<file path="src/shared/fpscn_pkg.sv">
// Functional notes
// - Sign bit clear means positive, set means negative, for every class.
// - Significand is one integer bit plus fraction; integer bit is implied.
// - Stored exponent equals true exponent plus bias 127.
// - Normalizing shifts out leading zeros, exponent drops one per zero.
// - Each operand falls into exactly one of six classes.
// - Plus zero and minus zero compare equal; each zero keeps its sign.
// - Non-zero value with biased exponent 1 through 254 is normal.
// - Biased exponent zero with non-zero fraction is denormal, integer bit 0.
// - Tiny results shift right, exponent rising, until exponent reaches -126.
// - All bits shifted out gives zero with the original sign.
// - Normalize whenever range allows; denormal only when unavoidable.
// - Creating a denormal result raises the underflow flag.
// - Any denormal source operand raises the denormal-operand flag.
// - Maximum exponent 255 with zero fraction is infinity.
// - Maximum exponent with non-zero fraction is NaN, sign ignored.
// - Top fraction bit set means quiet NaN, clear means signaling NaN.
package fpscn_pkg;

  // ----------------------------------------------------------------
  // Word layout
  // ----------------------------------------------------------------
  localparam int WORD_W = 32;
  localparam int EXP_W = 8;
  localparam int FRAC_W = 23;
  localparam int SIG_W = 24;
  localparam int TEXP_W = 10;
  localparam int XEXP_W = 11;
  localparam int LZ_W = 5;
  localparam int SIGN_POS = 31;
  localparam int EXP_MSB = 30;
  localparam int EXP_LSB = 23;
  localparam int FRAC_MSB = 22;
  localparam int INT_POS = 23;

  // ----------------------------------------------------------------
  // Exponent, fraction, significand and shift-count constants
  // ----------------------------------------------------------------
  localparam logic [EXP_W-1:0] EXP_ZERO = 8'h00;
  localparam logic [EXP_W-1:0] EXP_MAX = 8'hff;
  localparam logic signed [XEXP_W-1:0] BIAS = 11'sh07f;
  localparam logic signed [XEXP_W-1:0] EMIN = -11'sh07e;
  localparam logic signed [XEXP_W-1:0] EMAX = 11'sh07f;
  localparam logic signed [XEXP_W-1:0] SIG_W_X = 11'sh018;
  localparam logic [FRAC_W-1:0] FRAC_ZERO = 23'h000000;
  localparam logic [FRAC_W-1:0] FRAC_INDEF = 23'h400000;
  localparam logic [SIG_W-1:0] SIG_ZERO = 24'h000000;
  localparam logic [LZ_W-1:0] LZ_ONE = 5'h01;

  // ----------------------------------------------------------------
  // Operand classes
  // ----------------------------------------------------------------
  typedef enum logic [2:0] {
    FPSCN_ZERO = 3'b000,
    FPSCN_DENORMAL = 3'b001,
    FPSCN_NORMAL = 3'b010,
    FPSCN_INFINITY = 3'b011,
    FPSCN_NAN = 3'b100,
    FPSCN_INDEFINITE = 3'b101
  } fpscn_class_t;

endpackage : fpscn_pkg

</file>
<file path="src/design/fpscn_classify.sv">
`timescale 1ns/1ps
module fpscn_classify (
  input wire logic sign,
  input wire logic [fpscn_pkg::EXP_W-1:0] exp_field,
  input wire logic [fpscn_pkg::FRAC_W-1:0] frac,
  output fpscn_pkg::fpscn_class_t cls,
  output logic quiet_not_a_number,
  output logic signaling_not_a_number
);

  logic exp_is_zero;
  logic exp_is_max;
  logic frac_is_zero;
  logic nan_any;

  // ----------------------------------------------------------------
  // Field decode
  // ----------------------------------------------------------------
  assign exp_is_zero = (exp_field == fpscn_pkg::EXP_ZERO);
  assign exp_is_max = (exp_field == fpscn_pkg::EXP_MAX);
  assign frac_is_zero = (frac == fpscn_pkg::FRAC_ZERO);
  assign nan_any = exp_is_max && !frac_is_zero;

  // Quiet or signaling by top fraction bit
  assign quiet_not_a_number = nan_any && frac[fpscn_pkg::FRAC_MSB];
  assign signaling_not_a_number = nan_any && !frac[fpscn_pkg::FRAC_MSB];

  // One class per word, indefinite checked before plain NaN
  always_comb
  begin
    if (exp_is_zero && frac_is_zero)
      cls = fpscn_pkg::FPSCN_ZERO;
    else if (exp_is_zero)
      cls = fpscn_pkg::FPSCN_DENORMAL;
    else if (exp_is_max && frac_is_zero)
      cls = fpscn_pkg::FPSCN_INFINITY;
    else if (exp_is_max && sign && (frac == fpscn_pkg::FRAC_INDEF))
      cls = fpscn_pkg::FPSCN_INDEFINITE;
    else if (exp_is_max)
      cls = fpscn_pkg::FPSCN_NAN;
    else
      cls = fpscn_pkg::FPSCN_NORMAL;
  end

endmodule : fpscn_classify

</file>
<file path="src/design/fpscn_top.sv">
`timescale 1ns/1ps
module fpscn_top (
  input wire logic clk,
  input wire logic srst,
  input wire logic in_valid,
  input wire logic op_a_sign,
  input wire logic [fpscn_pkg::EXP_W-1:0] op_a_exp,
  input wire logic [fpscn_pkg::FRAC_W-1:0] op_a_frac,
  input wire logic op_b_sign,
  input wire logic [fpscn_pkg::EXP_W-1:0] op_b_exp,
  input wire logic [fpscn_pkg::FRAC_W-1:0] op_b_frac,
  input wire logic res_sign,
  input wire logic signed [fpscn_pkg::TEXP_W-1:0] res_exp,
  input wire logic [fpscn_pkg::SIG_W-1:0] res_sig,
  output logic out_valid,
  output fpscn_pkg::fpscn_class_t op_a_class,
  output logic op_a_negative,
  output logic op_a_quiet_not_a_number,
  output logic op_a_signaling_not_a_number,
  output fpscn_pkg::fpscn_class_t op_b_class,
  output logic op_b_negative,
  output logic op_b_quiet_not_a_number,
  output logic op_b_signaling_not_a_number,
  output logic ops_equal,
  output logic [fpscn_pkg::WORD_W-1:0] result_word,
  output logic underflow,
  output logic overflow,
  output logic denormal_operand
);

  localparam int NUM_OPS = 2;

  // ----------------------------------------------------------------
  // Operand fan-in
  // ----------------------------------------------------------------
  logic op_sign [NUM_OPS];
  logic [fpscn_pkg::EXP_W-1:0] op_exp [NUM_OPS];
  logic [fpscn_pkg::FRAC_W-1:0] op_frac [NUM_OPS];
  fpscn_pkg::fpscn_class_t cls_nxt [NUM_OPS];
  logic quiet_nxt [NUM_OPS];
  logic signaling_nxt [NUM_OPS];
  fpscn_pkg::fpscn_class_t cls_r [NUM_OPS];
  logic neg_r [NUM_OPS];
  logic quiet_r [NUM_OPS];
  logic signaling_r [NUM_OPS];

  // Operand A and B into indexed form
  assign op_sign[0] = op_a_sign;
  assign op_exp[0] = op_a_exp;
  assign op_frac[0] = op_a_frac;
  assign op_sign[1] = op_b_sign;
  assign op_exp[1] = op_b_exp;
  assign op_frac[1] = op_b_frac;

  // ----------------------------------------------------------------
  // Per-operand classification
  // ----------------------------------------------------------------
  genvar gi;
  generate
    for (gi = 0; gi < NUM_OPS; gi++)
    begin : g_op
      fpscn_classify u_classify (
        .sign(op_sign[gi]),
        .exp_field(op_exp[gi]),
        .frac(op_frac[gi]),
        .cls(cls_nxt[gi]),
        .quiet_not_a_number(quiet_nxt[gi]),
        .signaling_not_a_number(signaling_nxt[gi])
      );

      // Class and NaN kind held until the next transfer
      always_ff @(posedge clk)
      begin
        if (srst)
        begin
          cls_r[gi] <= fpscn_pkg::FPSCN_ZERO;
          quiet_r[gi] <= 1'b0;
          signaling_r[gi] <= 1'b0;
        end
        else if (in_valid)
        begin
          cls_r[gi] <= cls_nxt[gi];
          quiet_r[gi] <= quiet_nxt[gi];
          signaling_r[gi] <= signaling_nxt[gi];
        end
      end

      // Sign reported for every class, zeros included
      always_ff @(posedge clk)
      begin
        if (srst)
          neg_r[gi] <= 1'b0;
        else if (in_valid)
          neg_r[gi] <= op_sign[gi];
      end
    end
  endgenerate

  // Operand outputs straight from the flops
  assign op_a_class = cls_r[0];
  assign op_a_negative = neg_r[0];
  assign op_a_quiet_not_a_number = quiet_r[0];
  assign op_a_signaling_not_a_number = signaling_r[0];
  assign op_b_class = cls_r[1];
  assign op_b_negative = neg_r[1];
  assign op_b_quiet_not_a_number = quiet_r[1];
  assign op_b_signaling_not_a_number = signaling_r[1];

  // ----------------------------------------------------------------
  // Operand compare and denormal detection
  // ----------------------------------------------------------------
  logic a_is_nan;
  logic b_is_nan;
  logic both_zero;
  logic same_bits;
  logic equal_nxt;
  logic denorm_op_nxt;

  assign a_is_nan = (cls_nxt[0] == fpscn_pkg::FPSCN_NAN) ||
                    (cls_nxt[0] == fpscn_pkg::FPSCN_INDEFINITE);
  assign b_is_nan = (cls_nxt[1] == fpscn_pkg::FPSCN_NAN) ||
                    (cls_nxt[1] == fpscn_pkg::FPSCN_INDEFINITE);
  assign both_zero = (cls_nxt[0] == fpscn_pkg::FPSCN_ZERO) &&
                     (cls_nxt[1] == fpscn_pkg::FPSCN_ZERO);
  assign same_bits = (op_sign[0] == op_sign[1]) && (op_exp[0] == op_exp[1]) &&
                     (op_frac[0] == op_frac[1]);

  // Zeros equal whatever their signs; a NaN equals nothing
  assign equal_nxt = !a_is_nan && !b_is_nan && (both_zero || same_bits);

  // Either source denormal
  assign denorm_op_nxt = (cls_nxt[0] == fpscn_pkg::FPSCN_DENORMAL) ||
                         (cls_nxt[1] == fpscn_pkg::FPSCN_DENORMAL);

  // ----------------------------------------------------------------
  // Result normalize and denormalize
  // ----------------------------------------------------------------
  function automatic logic [fpscn_pkg::LZ_W-1:0] fpscn_lzc(
    input logic [fpscn_pkg::SIG_W-1:0] v
  );
    logic [fpscn_pkg::LZ_W-1:0] n;
    logic found;
    n = '0;
    found = 1'b0;
    for (int i = fpscn_pkg::SIG_W - 1; i >= 0; i--)
    begin
      if (!found)
      begin
        if (v[i])
          found = 1'b1;
        else
          n = n + fpscn_pkg::LZ_ONE;
      end
    end
    return n;
  endfunction : fpscn_lzc

  logic signed [fpscn_pkg::XEXP_W-1:0] exp_x;
  logic signed [fpscn_pkg::XEXP_W-1:0] room;
  logic signed [fpscn_pkg::XEXP_W-1:0] rsh;
  logic signed [fpscn_pkg::XEXP_W-1:0] exp_n;
  logic signed [fpscn_pkg::XEXP_W-1:0] biased;
  logic [fpscn_pkg::LZ_W-1:0] lz;
  logic [fpscn_pkg::LZ_W-1:0] sh;
  logic [fpscn_pkg::SIG_W-1:0] sig_n;
  logic [fpscn_pkg::WORD_W-1:0] word_nxt;
  logic uf_nxt;
  logic ovf_nxt;

  // Shift amounts from the true exponent
  always_comb
  begin
    exp_x = {res_exp[fpscn_pkg::TEXP_W-1], res_exp};
    lz = fpscn_lzc(res_sig);
    room = exp_x - fpscn_pkg::EMIN;
    rsh = fpscn_pkg::EMIN - exp_x;
    if (room < $signed({6'h00, lz}))
      sh = room[fpscn_pkg::LZ_W-1:0];
    else
      sh = lz;
  end

  // Significand and exponent after the shift
  always_comb
  begin
    sig_n = fpscn_pkg::SIG_ZERO;
    exp_n = fpscn_pkg::EMIN;
    if (res_sig == fpscn_pkg::SIG_ZERO)
    begin
      sig_n = fpscn_pkg::SIG_ZERO;
      exp_n = fpscn_pkg::EMIN;
    end
    else if (exp_x < fpscn_pkg::EMIN)
    begin
      if (rsh >= fpscn_pkg::SIG_W_X)
        sig_n = fpscn_pkg::SIG_ZERO;
      else
        sig_n = res_sig >> rsh[fpscn_pkg::LZ_W-1:0];
      exp_n = fpscn_pkg::EMIN;
    end
    else
    begin
      sig_n = res_sig << sh;
      exp_n = exp_x - $signed({6'h00, sh});
    end
  end

  // Pack sign, biased exponent and fraction
  always_comb
  begin
    biased = exp_n + fpscn_pkg::BIAS;
    word_nxt = '0;
    ovf_nxt = 1'b0;
    uf_nxt = 1'b0;
    word_nxt[fpscn_pkg::SIGN_POS] = res_sign;
    if (sig_n[fpscn_pkg::INT_POS] && (exp_n > fpscn_pkg::EMAX))
    begin
      word_nxt[fpscn_pkg::EXP_MSB:fpscn_pkg::EXP_LSB] = fpscn_pkg::EXP_MAX;
      ovf_nxt = 1'b1;
    end
    else if (sig_n[fpscn_pkg::INT_POS])
    begin
      word_nxt[fpscn_pkg::EXP_MSB:fpscn_pkg::EXP_LSB] = biased[fpscn_pkg::EXP_W-1:0];
      word_nxt[fpscn_pkg::FRAC_MSB:0] = sig_n[fpscn_pkg::FRAC_MSB:0];
    end
    else
    begin
      word_nxt[fpscn_pkg::EXP_MSB:fpscn_pkg::EXP_LSB] = fpscn_pkg::EXP_ZERO;
      word_nxt[fpscn_pkg::FRAC_MSB:0] = sig_n[fpscn_pkg::FRAC_MSB:0];
      uf_nxt = (res_sig != fpscn_pkg::SIG_ZERO);
    end
  end

  // ----------------------------------------------------------------
  // Output registers
  // ----------------------------------------------------------------

  // One-cycle transfer marker
  always_ff @(posedge clk)
  begin
    if (srst)
      out_valid <= 1'b0;
    else
      out_valid <= in_valid;
  end

  // Result word held until the next transfer
  always_ff @(posedge clk)
  begin
    if (srst)
      result_word <= '0;
    else if (in_valid)
      result_word <= word_nxt;
  end

  // Compare result held with the classes
  always_ff @(posedge clk)
  begin
    if (srst)
      ops_equal <= 1'b0;
    else if (in_valid)
      ops_equal <= equal_nxt;
  end

  // Exception flags pulse with out_valid only
  always_ff @(posedge clk)
  begin
    if (srst)
    begin
      underflow <= 1'b0;
      overflow <= 1'b0;
      denormal_operand <= 1'b0;
    end
    else
    begin
      underflow <= in_valid && uf_nxt;
      overflow <= in_valid && ovf_nxt;
      denormal_operand <= in_valid && denorm_op_nxt;
    end
  end

endmodule : fpscn_top

</file>
<file path="config.mk">
export PLATFORM = sky130hd
export DESIGN_NAME = fpscn_top
export DESIGN_NICKNAME = d
export VERILOG_FILES = /design/src/shared/fpscn_pkg.sv /design/src/design/fpscn_classify.sv /design/src/design/fpscn_top.sv
export SDC_FILE = /design/constraint.sdc
export NUM_CORES = 1
export LEC_CHECK = 0
export BUFFER_PORTS_ARGS = -buffer_cell sky130_fd_sc_hd__buf_2
export CORE_MARGIN = 2
export CORE_UTILIZATION = 43
export CTS_CLUSTER_SIZE = 20
export DETAILED_ROUTE_END_ITERATION = 16
export PLACE_DENSITY_LB_ADDON = 0.2
export SKIP_CTS_REPAIR_TIMING = 1
export SLEW_MARGIN = 40
export SYNTH_ARGS = -nofsm -noshare
export SYNTH_HDL_FRONTEND = slang
export SYNTH_HIERARCHICAL = 1
export SYNTH_SLANG_ARGS = --single-unit
</file>
<file path="constraint.sdc">
create_clock -name clk -period 28.9 [get_ports clk]
set_clock_uncertainty 0.15 [all_clocks]
set_input_delay 4.335 -clock clk [delete_from_list [all_inputs] [get_ports clk]]
set_output_delay 4.335 -clock clk [all_outputs]
set_load 0.1 [all_outputs]
</file>
==> impl_metrics.toml, run 1 <==
[global_route]
antenna_found_initial = 0
grt_pass1_vias = 7985
grt_max_degree = 35
grt_pass1_wl_um = 40200
grt_remaining_overflow = 0
grt_use_total_pct = 23.5

[status]
status = "finished clean"

[sta]
max_slew_margin_pct = 44.2
setup_viol = 0
fin_ws_ns = 5.74
tns_ns = 0
fin_crit_sh_pct = 80.1
period_needed_ns = 23.16
rsz0062_at_grt = "false"
max_freq_mhz = 43.2
slew_violations = 0
hold_viol_final = 0
tightest_slew_ns = 0.835

[critical_path]
path_class = "in -> reg"
cp-start-kind = "input pin"
reg2regPathDepth = 1
worst_setup_path_end_kind = "register"
crit_path_top_delay_cell = "nor4b_2"
crit_top_cell = "ha_1"
cp_max_fo = 20
worstPathRequired_ns = 28.98
crit_arrival_ns = 23.24
max_stage_delay_ns = 0.64

[drt]
met3_length_um = 1170
dr.pass1.iters = 6
avgRoutedWirePerCell_um = 16.5
vias = 8800
postRouteAntennaNets = 0
wl_um = 24800
highest_layer = "met4"
wl_met2_um = 11400
drtIter0Drc = 734
drt-met1-wl_um = 11800
drc = 0
vias_per_cell = 5.87

[placement]
gp_congestion = 0.941
place_inst = 1491
port_buffers = 150
place_area_sq_um = 9330
dp_slack_ns = 5.43
dpl.hpwl_um = 20000

[floorplan]
dieArea_sq_um = 20700
num_io_pins = 151
dieWidth_um = 144
die_h_um = 144
initial_core_util_pct = 43.6
core-area_sq_um = 19300
num_rows = 51

[clock_tree]
clock_path_buffers = 2
cts.sinks = 49
clk_latency_ns = 0.29
cts_made_buffers = 5
htreeDepth = 2
clk_pin_slew_ns = 0.06
clockRootBuffer = "clkbuf_16"
cts_tree = "built"

[synthesis]
synthTopCellsByCount = "nand2_1 (144), nor2_1 (99), mux2i_1 (77), a21oi_1 (63), o21ai_0 (60)"
yosys.area.top_type = "mux2i_1"
ys_seq_area_share_pct = 13.1
yosysUniqueCellTypes = 81
synth-edff-count = 12
synth.most_common_cell = "nand2_1"
synth_area_leaders = "mux2i_1 (9.1%), dfxtp_1 (8.8%), nand2_1 (6.4%)"
synthFlopType = "dfxtp_1"
ys_async_sr_fraction_pct = 0
yosysWarningCount = 6
syn_area_sq_um = 8430
syn_inst = 1135
ys_seq_elements = 49
synth.top_cell.area_share_pct = 9.15
synth_nets = 1273
synth_area_per_cell_sq_um = 7.42

[power_and_ir_drop]
switching_share_pct = 46.7
power_density_nw_per_um2 = 33.4
p_int_w = 0.000169
vdd_drop_max_mv = 0.0219
leakagePower_nw = 3.99
pwr-share-comb_pct = 57.4
netSwitchingPower_w = 0.000148
clockPowerShare_pct = 18.1
p_seq_share_pct = 24.4

[finish]
drive_gt1_share_pct = 19.7
design_area_sq_um = 9480
syn_to_final_growth_pct = 12.5
layoutNonFillerInstCount = 1499
nets = 1371
antennaDiodeCount = 0

[worst_hold_path]
hold_depth = 2
hold_class = "reg -> reg"

[job]
drv_cap = 0
-- sequential cells by signal (all words and copies together), names as in the netlist --
name / flops
out_valid: 1
quiet_r: 2
overflow: 1
result_word: 32
underflow: 1
cls_r: 6
ops_equal: 1
signaling_r: 2
denormal_operand: 1
neg_r: 2
-- path summary, 6_finish.rpt --
| check | from | end | slack (ns) |
|---|---|---|---|
| worst max-delay path | res_sig[22] | result_word[29] | 5.74 |
| worst min register to register | result_word[5] | result_word[5] | 0.29 |
| worst min-delay path | result_word[5] | result_word[5] | 0.29 |
| worst max register to register | result_word[23] | result_word[23] | 28.03 |
-- layout make-up --
| class | instances | area, sq um |
|---|---|---|
| clock buffers | 8 | 146 |
| fillers | 2034 | 9850 |
| inverters | 38 | 143 |
| multi-input cells | 979 | 6940 |
| flip-flops and latches | 49 | 1100 |
| well taps | 265 | 332 |
| repair buffers | 160 | 826 |
-- cell families (layout without fill, tap and decap cells) --
group	Yosys count	in the layout	synth area share, %
buffers and inverters	107	206	5.14
multiplexers	110	110	15.7
AO/OA/AOI/OAI	271	271	21.3
XOR/XNOR	99	99	11.3
flip-flops	49	49	13.1
adder cells (fa/ha/maj)	40	40	5.82
AND/OR/NAND/NOR	459	459	27.6
-- cell usage in the layout (no fill, tap or decap), drive strengths merged, types with 18 or more instances in the layout --
| cell type | count |
|---|---|
| nand2 | 145 |
| o21ai | 61 |
| and2 | 20 |
| xnor2 | 43 |
| nor4 | 29 |
| nor3 | 33 |
| a21oi | 63 |
| xor2 | 53 |
| nor2 | 99 |
| mux2i | 78 |
| o31ai | 25 |
| inv | 38 |
| nor2b | 18 |
| buf | 160 |
| nand3 | 22 |
| dfxtp | 37 |
| ha | 36 |
-- worst max-delay path, delay by kind of cell --
| family | cells | cell delay (ns) |
|---|---|---|
| and+or+nand+nor | 32 | 4.18 |
| muxes | 9 | 1.37 |
| AOI/OAI and AO/OA | 29 | 4.69 |
| buffers and inverters | 4 | 0.82 |
| adders and majority gates | 24 | 7.13 |
| xor gates and xnor gates | 2 | 0.70 |
-- routing by layer --
metal	up-vias	global-route usage, %
met1	4138	33.4
met2	272	39.2
met4	0	5.37
li1	4362	-
met3	28	1.13
met5	-	0
-- power groups by stage --
stage          Combinational [W]  Sequential (W)   Clock, W
2_1_floorplan           0.000101        0.000115          0
3_3_place_gp            0.000179       0.0000788          0
3_5_place_dp            0.000180       0.0000789          0
4_1_cts                 0.000180       0.0000774  0.0000582
5_1_grt                 0.000197       0.0000778  0.0000612
6_report                0.000182       0.0000773  0.0000574
-- metrics by stage --
stage               hold WS [ns]  util [%]  total power (W)
global route               0.314      49.0         0.000336
CTS                        0.298      49.0         0.000316
floorplan                  0.733         -         0.000216
global placement           0.280      48.1         0.000258
detailed placement         0.285      48.2         0.000258
finish                     0.295      49.0         0.000317
No activity file was read; power rests on OpenSTA's default activity.
==> run 2: changes to the inputs <==
--- a/config.mk
+++ b/config.mk
@@ -5,6 +5,7 @@
 export SDC_FILE = /design/constraint.sdc
 export NUM_CORES = 1
 export LEC_CHECK = 0
+export ABC_AREA = 1
 export BUFFER_PORTS_ARGS = -buffer_cell sky130_fd_sc_hd__buf_2
 export CORE_MARGIN = 2
 export CORE_UTILIZATION = 43
==> constraint.sdc (replaced) <==
create_clock -name clk -period 23.8 [get_ports clk]
set_clock_uncertainty 0.15 [all_clocks]
set_input_delay 3.57 -clock clk [delete_from_list [all_inputs] [get_ports clk]]
set_output_delay 3.57 -clock clk [all_outputs]
set_load 0.1 [all_outputs]
==> impl_metrics.toml, run 2 <==
[status]
status = "finished clean"

[finish]
largest_reg_flops = 32
final_core_util_pct = 49.5
final_common_cell = "nand2_1"
drive_gt1_share_pct = 16.7
nets = 1757
regMostFlops = "result_word"
syn_to_final_growth_pct = 12.3
layout.cells.most_common_list = "nand2_1 (450), inv_1 (199), nor2_1 (162)"
design_area_sq_um = 9360
top_regs = "result_word: 32 flops, cls_r: 6 flops"
antennaDiodeCount = 0

[sta]
rsz0062_at_grt = "false"
setup_viol = 0
tightest_slew_ns = 0.766
period_needed_ns = 19.54
hold_viol_final = 0
max_slew_margin_pct = 48.8
tns_ns = 0
fin_ws_ns = 4.26
slew_violations = 0
max_freq_mhz = 51.2
fin_crit_sh_pct = 82.1

[clock_tree]
clk_pin_slew_ns = 0.06
cts_tree = "built"
cts.sinks = 49
clockRootBuffer = "clkbuf_16"
cts_made_buffers = 5
htreeDepth = 2
clk_latency_ns = 0.28
clock_path_buffers = 2

[drt]
dr.pass1.iters = 8
highest_layer = "met4"
wl_met2_um = 11300
vias = 9463
drc = 0
postRouteAntennaNets = 0
met3_length_um = 1450
drt-met1-wl_um = 11600
vias_per_cell = 5.03
wl_um = 24800
drtIter0Drc = 740
avgRoutedWirePerCell_um = 13.2

[power_and_ir_drop]
clockPowerShare_pct = 20.8
power_density_nw_per_um2 = 41.8
vdd_drop_max_mv = 0.0409
pwr-share-comb_pct = 54.9
p_int_w = 0.000200
switching_share_pct = 48.8
power.total_w = 0.000391
p_seq_share_pct = 24.3
leakagePower_nw = 4.95
netSwitchingPower_w = 0.000191

[critical_path]
worst_setup_path_end_kind = "register"
cp-start-kind = "input pin"
worstPathRequired_ns = 23.88
rr_startpoint = "result_word[31]"
path_class = "in -> reg"
cp_max_fo = 23
max_stage_delay_ns = 0.55
crit_path_top_delay_cell = "nand2_1"
critPathLaunch = "res_sig[22]"
crit_arrival_ns = 19.61
crit_top_cell = "nand2_1"

[global_route]
grt_max_degree = 45
grt_use_total_pct = 24.4
grt_pass1_wl_um = 41400
grt_remaining_overflow = 0
antenna_found_initial = 0
grt_pass1_vias = 8784

[synthesis]
yosysUniqueCellTypes = 60
syn_inst = 1506
synth_area_leaders = "nand2_1 (20%), inv_1 (9.0%), dfxtp_1 (8.9%)"
synthFlopType = "dfxtp_1"
syn_area_sq_um = 8330
ys_async_sr_fraction_pct = 0
yosys.area.top_type = "nand2_1"
synth.most_common_cell = "nand2_1"
yosysWarningCount = 6
synth-edff-count = 12
synth.top_cell.area_share_pct = 20.3
synth_area_per_cell_sq_um = 5.53
ys_seq_area_share_pct = 13.2
ys_seq_elements = 49
synth_nets = 1644
synthTopCellsByCount = "nand2_1 (450), inv_1 (200), nor2_1 (163), o21ai_0 (98), nand3_1 (97)"

[job]
drv_cap = 0

[floorplan]
num_io_pins = 151
die_h_um = 143
core-area_sq_um = 18900
dieWidth_um = 143
num_rows = 50
dieArea_sq_um = 20500
initial_core_util_pct = 44.1

[worst_hold_path]
hold_class = "reg -> reg"
worstHoldStart = "result_word[1]"

[placement]
dp_slack_ns = 4.02
dpl.hpwl_um = 20700
gp_congestion = 0.982
place_area_sq_um = 9190
port_buffers = 150
run 2: changes by cell type in the layout (fill, tap and decap cells not counted), moves of 21 or more:
cell	before	now
xnor2_1	40	16
inv_1	38	199
o21ai_1	0	42
nand2_2	2	23
mux2i_1	77	13
o31ai_1	25	0
xor2_1	52	24
nor2_1	96	162
nand2_1	143	450
nand3_1	22	97
o21ai_0	60	98
run 2: path summary, 6_finish.rpt:
check / end / cells past startpoint / slack (ns)
min: result_word[1] / 2 / 0.30
min reg2reg: result_word[1] / 2 / 0.30
max: result_word[7] / 105 / 4.26
max reg2reg: result_word[31] / 1 / 22.99
run 2: cells by family (layout without fill, tap and decap cells):
family,after synthesis,after routing,share of synthesized area [%]
and+or+nand+nor,853,853,46.2
adders and majority gates,36,36,5.40
buffers and inverters,269,383,13.3
muxes,13,13,1.56
DFF,49,49,13.2
xor gates and xnor gates,41,41,4.31
AOI/OAI and AO/OA,245,245,16.0
run 2: metal layers:
metal,global-route usage [%],vias to the layer above
met5,0,-
met4,5.11,0
met3,3.45,34
met2,41.5,258
met1,32.8,4136
li1,-,5035
run 2: power by group through the flow:
| stage | clock [W] | combinational [W] | sequential, W |
|---|---|---|---|
| floorplan | 0 | 0.000114 | 0.000145 |
| global placement | 0 | 0.000212 | 0.0000967 |
| detailed placement | 0 | 0.000212 | 0.0000966 |
| CTS | 0.0000827 | 0.000213 | 0.0000950 |
| global route | 0.0000861 | 0.000237 | 0.0000955 |
| finish | 0.0000814 | 0.000215 | 0.0000949 |
run 2: worst max-delay path: cells and delay by family:
kind / cells / cell delay [ns]
AND/OR/NAND/NOR: 44 / 5.44
buffers and inverters: 22 / 1.72
AO/OA/AOI/OAI: 16 / 2.53
adder cells (fa/ha/maj): 23 / 6.28
run 2: final cells by class:
type                       count  area, sq um
clock buffer                   7          143
clock inverter                 1         30.0
fill                        2085         9530
inverter                     219          831
multi-input combinational   1188         6140
sequential                    49         1100
tap                          260          325
timing repair buffer         156          796
run 2: through the flow:
step | hold slack (ns) | cells
after floorplan | 0.740 | 1506
after global placement | 0.286 | 1872
after detailed placement | 0.286 | 1872
after CTS | 0.301 | 1880
after global routing | 0.312 | 1880
final | 0.298 | 1880
